==> config.mk <==
export PLATFORM = sky130hd
export DESIGN_NAME = sisup_top
export DESIGN_NICKNAME = d
export VERILOG_FILES = /design/src/hdl/sisup_pkg.sv /design/src/hdl/sisup_top.sv
export SDC_FILE = /design/constraint.sdc
export NUM_CORES = 1
export LEC_CHECK = 0
export BUFFER_PORTS_ARGS = -buffer_cell sky130_fd_sc_hd__buf_2
export CAP_MARGIN = 20
export CORE_UTILIZATION = 50
export CTS_CLUSTER_SIZE = 16
export DETAILED_ROUTE_END_ITERATION = 6
export PLACE_DENSITY = 0.68
export SYNTH_ARGS = -nofsm -noshare
export SYNTH_HDL_FRONTEND = slang
export SYNTH_SLANG_ARGS = --single-unit
==> constraint.sdc <==
create_clock -name core_clk -period 5.9 [get_ports core_clk]
set_clock_uncertainty 0.2 [all_clocks]
set_input_delay 1.18 -clock core_clk [delete_from_list [all_inputs] [get_ports core_clk]]
set_output_delay 1.18 -clock core_clk [all_outputs]
set_load 0.05 [all_outputs]
==> src/hdl/sisup_pkg.sv <==
/*
  constants and types for the safety interlock supervisor.
  assumes one 50 MHz clock and switch inputs already on that clock.
*/
package sisup_pkg;
  localparam int unsigned CLK_HZ      = 50_000_000;
  localparam int unsigned DISC_TIME_S = 2;
  // least time, whole seconds need no rounding
  localparam int unsigned DISC_CYC    = DISC_TIME_S * CLK_HZ;
  localparam int unsigned DISC_W      = 27;

  typedef enum logic [1:0] {
    SISUP_RUN   = 2'b00,
    SISUP_HALT  = 2'b01,
    SISUP_FREED = 2'b10
  } sisup_halt_type;
endpackage

==> src/hdl/sisup_top.sv <==
/*
  safety interlock supervisor: discrepancy timers, condition latches
  and the halt state machine.
  assumes all switch levels are synchronous to core_clk; reset is held
  at least one edge.
*/
`timescale 1ns/1ps
`default_nettype none
module sisup_top
  import sisup_pkg::*;
#(
  parameter int unsigned DISC_LIMIT = DISC_CYC
) (
  // clock and reset
  input  wire logic core_clk,
  input  wire logic rstn,
  // door and stop channels, high = contact closed
  input  wire logic door_ch1,
  input  wire logic door_ch2,
  input  wire logic stop_ch1,
  input  wire logic stop_ch2,
  input  wire logic stop_conn,
  input  wire logic latch_release,
  // pendant and link
  input  wire logic pendant_port,
  input  wire logic pendant_key_prog,
  input  wire logic link_active,
  input  wire logic link_disconnect,
  input  wire logic reset_cmd,
  // status
  output logic      halt_status_flag,
  output logic      halt_lamp,
  output logic      door_safety_flag,
  output logic      prog_mode,
  output logic      run_allowed,
  output logic      power_prohibit,
  output logic      program_hold,
  output logic      critical_error,
  output logic      pendant_cfg_pulse
);

  typedef struct packed {
    logic [1:0]        door_s1;
    logic [1:0]        door_s2;
    logic [1:0]        stop_s1;
    logic [1:0]        stop_s2;
    logic [1:0]        conn_s;
    logic [1:0]        rel_s;
    logic [1:0]        pend_s;
    logic [1:0]        key_s;
    logic [1:0]        link_s;
    logic              pend_seen;
    logic              link_seen;
    logic [DISC_W-1:0] door_cnt;
    logic [DISC_W-1:0] stop_cnt;
    logic              crit;
    logic              door_latch;
    logic              prog_latch;
    sisup_halt_type    halt;
    logic              cfg;
  } sisup_state_type;

  sisup_state_type st_reg;
  sisup_state_type st_next;

  function automatic logic [DISC_W-1:0] disc_step(
    input logic [DISC_W-1:0] cnt,
    input logic              a,
    input logic              b
  );
    if (a == b) begin
      disc_step = '0;
    end else if (cnt < DISC_W'(DISC_LIMIT)) begin
      disc_step = cnt + DISC_W'(1);
    end else begin
      disc_step = cnt;
    end
  endfunction

  logic door_open;
  logic stop_req;
  logic link_lost;
  logic prog_now;

  // --------------------------------------------------------------
  // derived levels
  // --------------------------------------------------------------
  always_comb begin
    // door open when either channel opens
    door_open = !(st_reg.door_s1[1] && st_reg.door_s2[1]);
    // normally closed contacts: any open channel requests stop
    stop_req  = !(st_reg.stop_s1[1] && st_reg.stop_s2[1]);
    // link dropped while a session was up, no disconnect
    link_lost = st_reg.link_seen && !st_reg.link_s[1];
    // key only counts while pendant present, else latch holds
    prog_now  = st_reg.pend_s[1] && st_reg.key_s[1];
  end

  // --------------------------------------------------------------
  // next state
  // --------------------------------------------------------------
  always_comb begin
    logic halt_cause;
    halt_cause = 1'b0;
    st_next = st_reg;
    // two-stage synchronisers, stage 0 read only by stage 1
    st_next.door_s1 = {st_reg.door_s1[0], door_ch1};
    st_next.door_s2 = {st_reg.door_s2[0], door_ch2};
    st_next.stop_s1 = {st_reg.stop_s1[0], stop_ch1};
    st_next.stop_s2 = {st_reg.stop_s2[0], stop_ch2};
    st_next.conn_s  = {st_reg.conn_s[0], stop_conn};
    st_next.rel_s   = {st_reg.rel_s[0], latch_release};
    st_next.pend_s  = {st_reg.pend_s[0], pendant_port};
    st_next.key_s   = {st_reg.key_s[0], pendant_key_prog};
    st_next.link_s  = {st_reg.link_s[0], link_active};

    // one-cycle configure pulse on each attach, also at boot
    st_next.pend_seen = st_reg.pend_s[1];
    st_next.cfg       = st_reg.pend_s[1] && !st_reg.pend_seen;

    // session armed while up; orderly disconnect disarms it
    if (link_disconnect) begin
      st_next.link_seen = 1'b0;
    end else if (st_reg.link_s[1]) begin
      st_next.link_seen = 1'b1;
    end

    st_next.door_cnt = disc_step(st_reg.door_cnt, st_reg.door_s1[1],
                                 st_reg.door_s2[1]);
    st_next.stop_cnt = disc_step(st_reg.stop_cnt, st_reg.stop_s1[1],
                                 st_reg.stop_s2[1]);
    // critical error is sticky until reset: a wiring fault needs service
    if (st_reg.door_cnt >= DISC_W'(DISC_LIMIT) ||
        st_reg.stop_cnt >= DISC_W'(DISC_LIMIT)) begin
      st_next.crit = 1'b1;
    end

    // latches; set dominates while release open
    // release closed clears; open door re-sets at once
    if (door_open) begin
      st_next.door_latch = 1'b1;
    end else if (st_reg.rel_s[1]) begin
      st_next.door_latch = 1'b0;
    end
    // clears only once key is back to run and release closed
    if (prog_now) begin
      st_next.prog_latch = 1'b1;
    end else if (st_reg.rel_s[1] && st_reg.pend_s[1]) begin
      st_next.prog_latch = 1'b0;
    end

    halt_cause = stop_req || !st_reg.pend_s[1] || !st_reg.conn_s[1] ||
                 link_lost;
    // release first, then reset; reset during stop is ignored
    case (st_reg.halt)
      SISUP_RUN: begin
        if (halt_cause) begin
          st_next.halt = SISUP_HALT;
        end
      end
      SISUP_HALT: begin
        if (!halt_cause) begin
          st_next.halt = SISUP_FREED;
        end
      end
      SISUP_FREED: begin
        if (halt_cause) begin
          st_next.halt = SISUP_HALT;
        end else if (reset_cmd) begin
          st_next.halt = SISUP_RUN;
        end
      end
      default: begin
        st_next.halt = SISUP_HALT;
      end
    endcase
    // a lost link is cleared by the reset command or by relinking
    if (st_reg.halt != SISUP_RUN && reset_cmd && !stop_req &&
        link_lost) begin
      st_next.link_seen = 1'b0;
    end
  end

  // --------------------------------------------------------------
  // state register
  // --------------------------------------------------------------
  always_ff @(posedge core_clk) begin
    if (!rstn) begin
      st_reg            <= '0;
      // power-up stop: start halted until proven clear
      st_reg.halt       <= SISUP_HALT;
      // assume door open at boot until the latch is released
      st_reg.door_latch <= 1'b1;
    end else begin
      st_reg <= st_next;
    end
  end

  // --------------------------------------------------------------
  // outputs
  // --------------------------------------------------------------
  // lamp and flag follow the halt state
  assign halt_status_flag  = (st_reg.halt != SISUP_RUN);
  assign halt_lamp         = (st_reg.halt != SISUP_RUN);
  // door-safety flag is the door latch
  assign door_safety_flag  = st_reg.door_latch;
  // programming mode held by the latch
  assign prog_mode         = st_reg.prog_latch;
  // open door prohibits power whatever the prog latch does
  assign power_prohibit    = st_reg.door_latch || door_open ||
                             st_reg.halt != SISUP_RUN || st_reg.crit;
  assign program_hold      = power_prohibit;
  // production run refused in programming mode or fault
  assign run_allowed       = !power_prohibit && !st_reg.prog_latch &&
                             st_reg.conn_s[1];
  assign critical_error    = st_reg.crit;
  assign pendant_cfg_pulse = st_reg.cfg;

  // --------------------------------------------------------------
  // checks
  // --------------------------------------------------------------
  a_stop_forces_halt: assert property (
    @(posedge core_clk) disable iff (!rstn)
    $fell(st_reg.stop_s1[1]) |=> halt_status_flag)
    else $error("open stop channel did not halt");

  a_no_pendant_halt: assert property (
    @(posedge core_clk) disable iff (!rstn)
    !st_reg.pend_s[1] |=> halt_status_flag)
    else $error("halt not held without pendant");

  a_reset_needed: assert property (
    @(posedge core_clk) disable iff (!rstn)
    $fell(halt_status_flag) |-> $past(reset_cmd) && !$past(stop_req))
    else $error("halt left without release and reset");

  a_lamp_flag_pair: assert property (
    @(posedge core_clk) disable iff (!rstn)
    halt_lamp == halt_status_flag)
    else $error("lamp and halt flag differ");

  a_door_prohibit: assert property (
    @(posedge core_clk) disable iff (!rstn)
    !st_reg.door_s1[1] |-> power_prohibit && program_hold)
    else $error("open door left power allowed");

  a_door_latch_hold: assert property (
    @(posedge core_clk) disable iff (!rstn)
    door_safety_flag && !st_reg.rel_s[1] |=> door_safety_flag)
    else $error("door latch dropped with release open");

  a_latch_release: assert property (
    @(posedge core_clk) disable iff (!rstn)
    st_reg.rel_s[1] && !door_open |=> !door_safety_flag)
    else $error("door latch not released");

  a_prog_keeps: assert property (
    @(posedge core_clk) disable iff (!rstn)
    prog_mode && !st_reg.pend_s[1] |=> prog_mode && !run_allowed)
    else $error("programming mode lost on pendant removal");

  a_door_disc: assert property (
    @(posedge core_clk) disable iff (!rstn)
    st_reg.door_cnt == DISC_W'(DISC_LIMIT) |=> critical_error)
    else $error("door discrepancy not flagged");

  a_link_loss: assert property (
    @(posedge core_clk) disable iff (!rstn)
    link_lost |=> halt_status_flag)
    else $error("lost link did not halt");

  a_attach_cfg: assert property (
    @(posedge core_clk) disable iff (!rstn)
    $rose(st_reg.pend_s[1]) |=> pendant_cfg_pulse ##1 !pendant_cfg_pulse)
    else $error("no configure pulse on attach");

  a_stop_disc: assert property (
    @(posedge core_clk) disable iff (!rstn)
    st_reg.stop_cnt == DISC_W'(DISC_LIMIT) |=> critical_error)
    else $error("stop discrepancy not flagged");

  a_halt_while_stop: assert property (
    @(posedge core_clk) disable iff (!rstn)
    halt_status_flag && stop_req |=> halt_status_flag)
    else $error("halt left while stop requested");

  a_crit_sticky: assert property (
    @(posedge core_clk) disable iff (!rstn)
    critical_error |=> critical_error)
    else $error("critical error dropped");

  a_prog_blocks_run: assert property (
    @(posedge core_clk) disable iff (!rstn)
    prog_mode |-> !run_allowed)
    else $error("run allowed in programming mode");

  a_prog_door_power: assert property (
    @(posedge core_clk) disable iff (!rstn)
    $fell(prog_mode) && door_open |-> power_prohibit)
    else $error("power allowed with door open");

  a_conn_fault: assert property (
    @(posedge core_clk) disable iff (!rstn)
    !st_reg.conn_s[1] |=> halt_status_flag && !run_allowed)
    else $error("missing stop connection not a fault");

  a_door_sets_flag: assert property (
    @(posedge core_clk) disable iff (!rstn)
    door_open |=> door_safety_flag)
    else $error("open door did not set safety flag");

  a_cfg_single: assert property (
    @(posedge core_clk) disable iff (!rstn)
    pendant_cfg_pulse |=> !pendant_cfg_pulse)
    else $error("configure pulse longer than one cycle");
endmodule
`default_nettype wire

==> summary.txt <==
GRT
  – GRT Residual Overflow: 0
  – Number of global-route vias before repair: 2808
  – Largest net degree at the start of global routing: 42
  – First-pass GRT wire length: 12.6 mm
  – Total track usage: 0.205
  – Initial antenna violation count: 0

Synth
  – Syn_area_per_cell: 8.43 sq um
  – Top-area cell type share of the netlist area: 0.436
  – #FFs+latches synth: 80
  – Synth area leader: dfxtp_1
  – Syn nets: 455
  – Seq/Total Area, Yosys: 0.436
  – Cells after Synth: 436
  – Syn. warnings: 0
  – Post-synth top flop: dfxtp_1
  – Post-Syn Area: 3670 sq um
  – Top cells by area, synth: dfxtp_1, a21oi_1, or3_1
  – Async S/R FF share, synth: 0
  – Number of synthesized flops with an enable pin: 0
  – Cell variety after synth: 42

Pwr
  – Leakage: 1.28 nW
  – Worst vdd ir: 0.000154 V
  – Power per standard cell area: 248 nW/um^2

Placed design
  – Cell Area, Placed: 3820 sq um
  – Placer congestion estimate: 0.799
  – Post-placement cell count: 531
  – DP Worst Slack: 2.75 ns
  – Hpwl dp: 5.06 mm
  – Port Buf Inserts: 21

Clocking
  – Clock sinks: 80
  – Hold_buf cts: 0
  – Cells resized by post-CTS repair: 0
  – Num CTS Buffers: 9
  – Clk slew on worst S/H paths: 0.09 ns
  – Max Root-Sink Buffers: 2
  – CTS tree: built
  – Post-CTS Setup Bufs: 0
  – H-tree depth: 3
  – Clock Latency Late Sink: 0.36 ns
  – Root buffer cell: clkbuf_8

Layout
  – Nets: 465
  – Max reg flops: 66
  – Leading cell types in the layout, fill and taps excluded: dfxtp_1, a21oi_1, o21ai_0
  – Commonest non-fill, non-tap cell in the layout: dfxtp_1
  – Design area: 4030 sq um
  – Number of fill cells: 645
  – Area growth syn-to-layout: 9.74%
  – Diodes inserted: 0
  – Layout cell share with drive strength beyond 1: 0.0998
  – Post-route insts no fill: 547

Drt
  – Detailed-route wire length per cell: 13.5 um
  – Starting DRT DRC Count: 175
  – Via/cell ratio: 5.77
  – Post-Route WL: 7.38 mm
  – Vias: 3157
  – DRT Pass-1 Iters: 4
  – Post-DRT Antenna Nets: 0
  – DRC errors left: 0

Worst setup path
  – Worst setup path class: reg -> out
  – RR Endpoint: st_reg[46]$_SDFFE_PP0N_
  – R2r startpoint: st_reg[44]$_SDFFE_PP0N_
  – Worst path arrival time: 1.73 ns
  – Crit end category: output port
  – Worst setup path start: st_reg[2]$_SDFFE_PN0P_
  – Worst setup path end: run_allowed
  – Worst endpoint required time: 4.52 ns
  – Startpoint types: flop
  – Worst-path fanout max: 4
  – FF-to-FF setup slack: 3.29 ns
  – Worst Reg2Reg Path Length in Cells: 6

Floorplan
  – DIE HEIGHT: 87.7 um
  – Site Rows: 30
  – IO Pins: 22
  – Initial Util: 0.529
  – Die Span X: 87.7 um
  – Die area: 7690 sq um
  – Core ar.: 6940 sq um

Job
  – Max-Cap Viols: 0

Timing
  – Slew @ Worst Pin: 0.886 ns
  – Max Transition Viols Final: 0
  – Final TNS setup: 0 ns
  – Final worst path period share: 0.526
  – Final hold vios: 0
  – Final hold slack: 0.187 ns
  – Setup ws final: 2.79 ns
  – RSZ-0062 raised after global routing: false
  – Setup violators final: 0
  – Slew margin rel.: 0.408
  – Fmax: 0.322 GHz
  – Fin crit period: 3.11 ns

Worst hold path
  – Min-delay src: st_reg[61]$_SDFF_PN0_
  – Worst Hold Class: reg -> reg
  – Worst hold stages: 1

Outcome
  – Status: complete, no violations
synth_stat cells (2+ instances only):
master	number
nor2_1	14
or4_1	14
nor4_1	8
o31ai_1	9
nor3_1	7
o21ai_0	36
xnor2_1	2
nor2b_1	2
nand3_1	22
dfxtp_1	80
nand2_1	35
buf_4	2
o31a_1	2
o21a_1	3
buf_1	3
and3_1	6
and4_1	7
nand4_1	20
ha_1	6
nor4bb_1	2
nand2b_1	2
buf_2	4
o31ai_2	2
clkbuf_1	14
a41oi_1	2
nor3b_1	2
a21oi_1	46
mux2i_1	2
inv_1	10
o211ai_1	3
or3_1	34
and2_1	25
layer usage:
metal | track usage | part of all wire | up-vias | routed length [um]
met5 | 0 | 0 | - | 0
met4 | 0.0656 | 0.0065 | 0 | 48
met3 | 0.0547 | 0.034 | 6 | 249
met2 | 0.353 | 0.50 | 47 | 3670
met1 | 0.250 | 0.46 | 1466 | 3410
li1 | - | - | 1638 | -
worst max-delay path, stage by stage (launching register included):
cell	delay, ns
dfxtp_1	0.33
or2_2	0.33
nor3_1	0.14
nand2_1	0.10
nor3b_1	0.19
buf_2	0.29
layout make-up:
| type | count | area [sq um] | area share |
|---|---|---|---|
| clock inverter | 7 | 86.3 | 0.0214 |
| timing repair buffer | 23 | 120 | 0.0298 |
| clock buffer | 9 | 124 | 0.0307 |
| multi-input combinational | 322 | 1940 | 0.482 |
| tap | 96 | 120 | 0.0298 |
| sequential | 80 | 1600 | 0.397 |
| inverter | 10 | 37.5 | 0.00931 |
power by group:
part / internal, mW / leakage (nW) / switching (mW)
combinational: 0.00902 / 0.524 / 0.0134
sequential: 0.547 / 0.649 / 0.00298
clock: 0.205 / 0.104 / 0.223
kinds of logic (layout without fill, tap and decap cells):
kind of cell,Yosys count,after routing,synth area share
flops,80,80,0.436
xor+xnor,2,2,0.00477
buf+inv,34,49,0.0402
fa+ha+maj,6,6,0.0204
compound gates,107,107,0.168
mux,2,2,0.00545
simple gates,205,205,0.325
stage by stage:
| step | power [mW] | util |
|---|---|---|
| after CTS | 1.01 | 0.581 |
| after global routing | 1.04 | 0.581 |
| after global placement | 0.584 | 0.550 |
| final | 1.00 | 0.581 |
| after detailed placement | 0.585 | 0.550 |
| after floorplan | 0.577 | - |
worst min path at each step:
stage	end	slack [ns]
2_1_floorplan	pendant_cfg_pulse$_SDFF_PN0_	0.17
3_3_place_gp	pendant_cfg_pulse$_SDFF_PN0_	0.17
3_5_place_dp	pendant_cfg_pulse$_SDFF_PN0_	0.17
4_1_cts	pendant_cfg_pulse$_SDFF_PN0_	0.19
5_1_grt	pendant_cfg_pulse$_SDFF_PN0_	0.20
6_report	pendant_cfg_pulse$_SDFF_PN0_	0.19
Note: power is estimated with default switching activity, not from simulation.
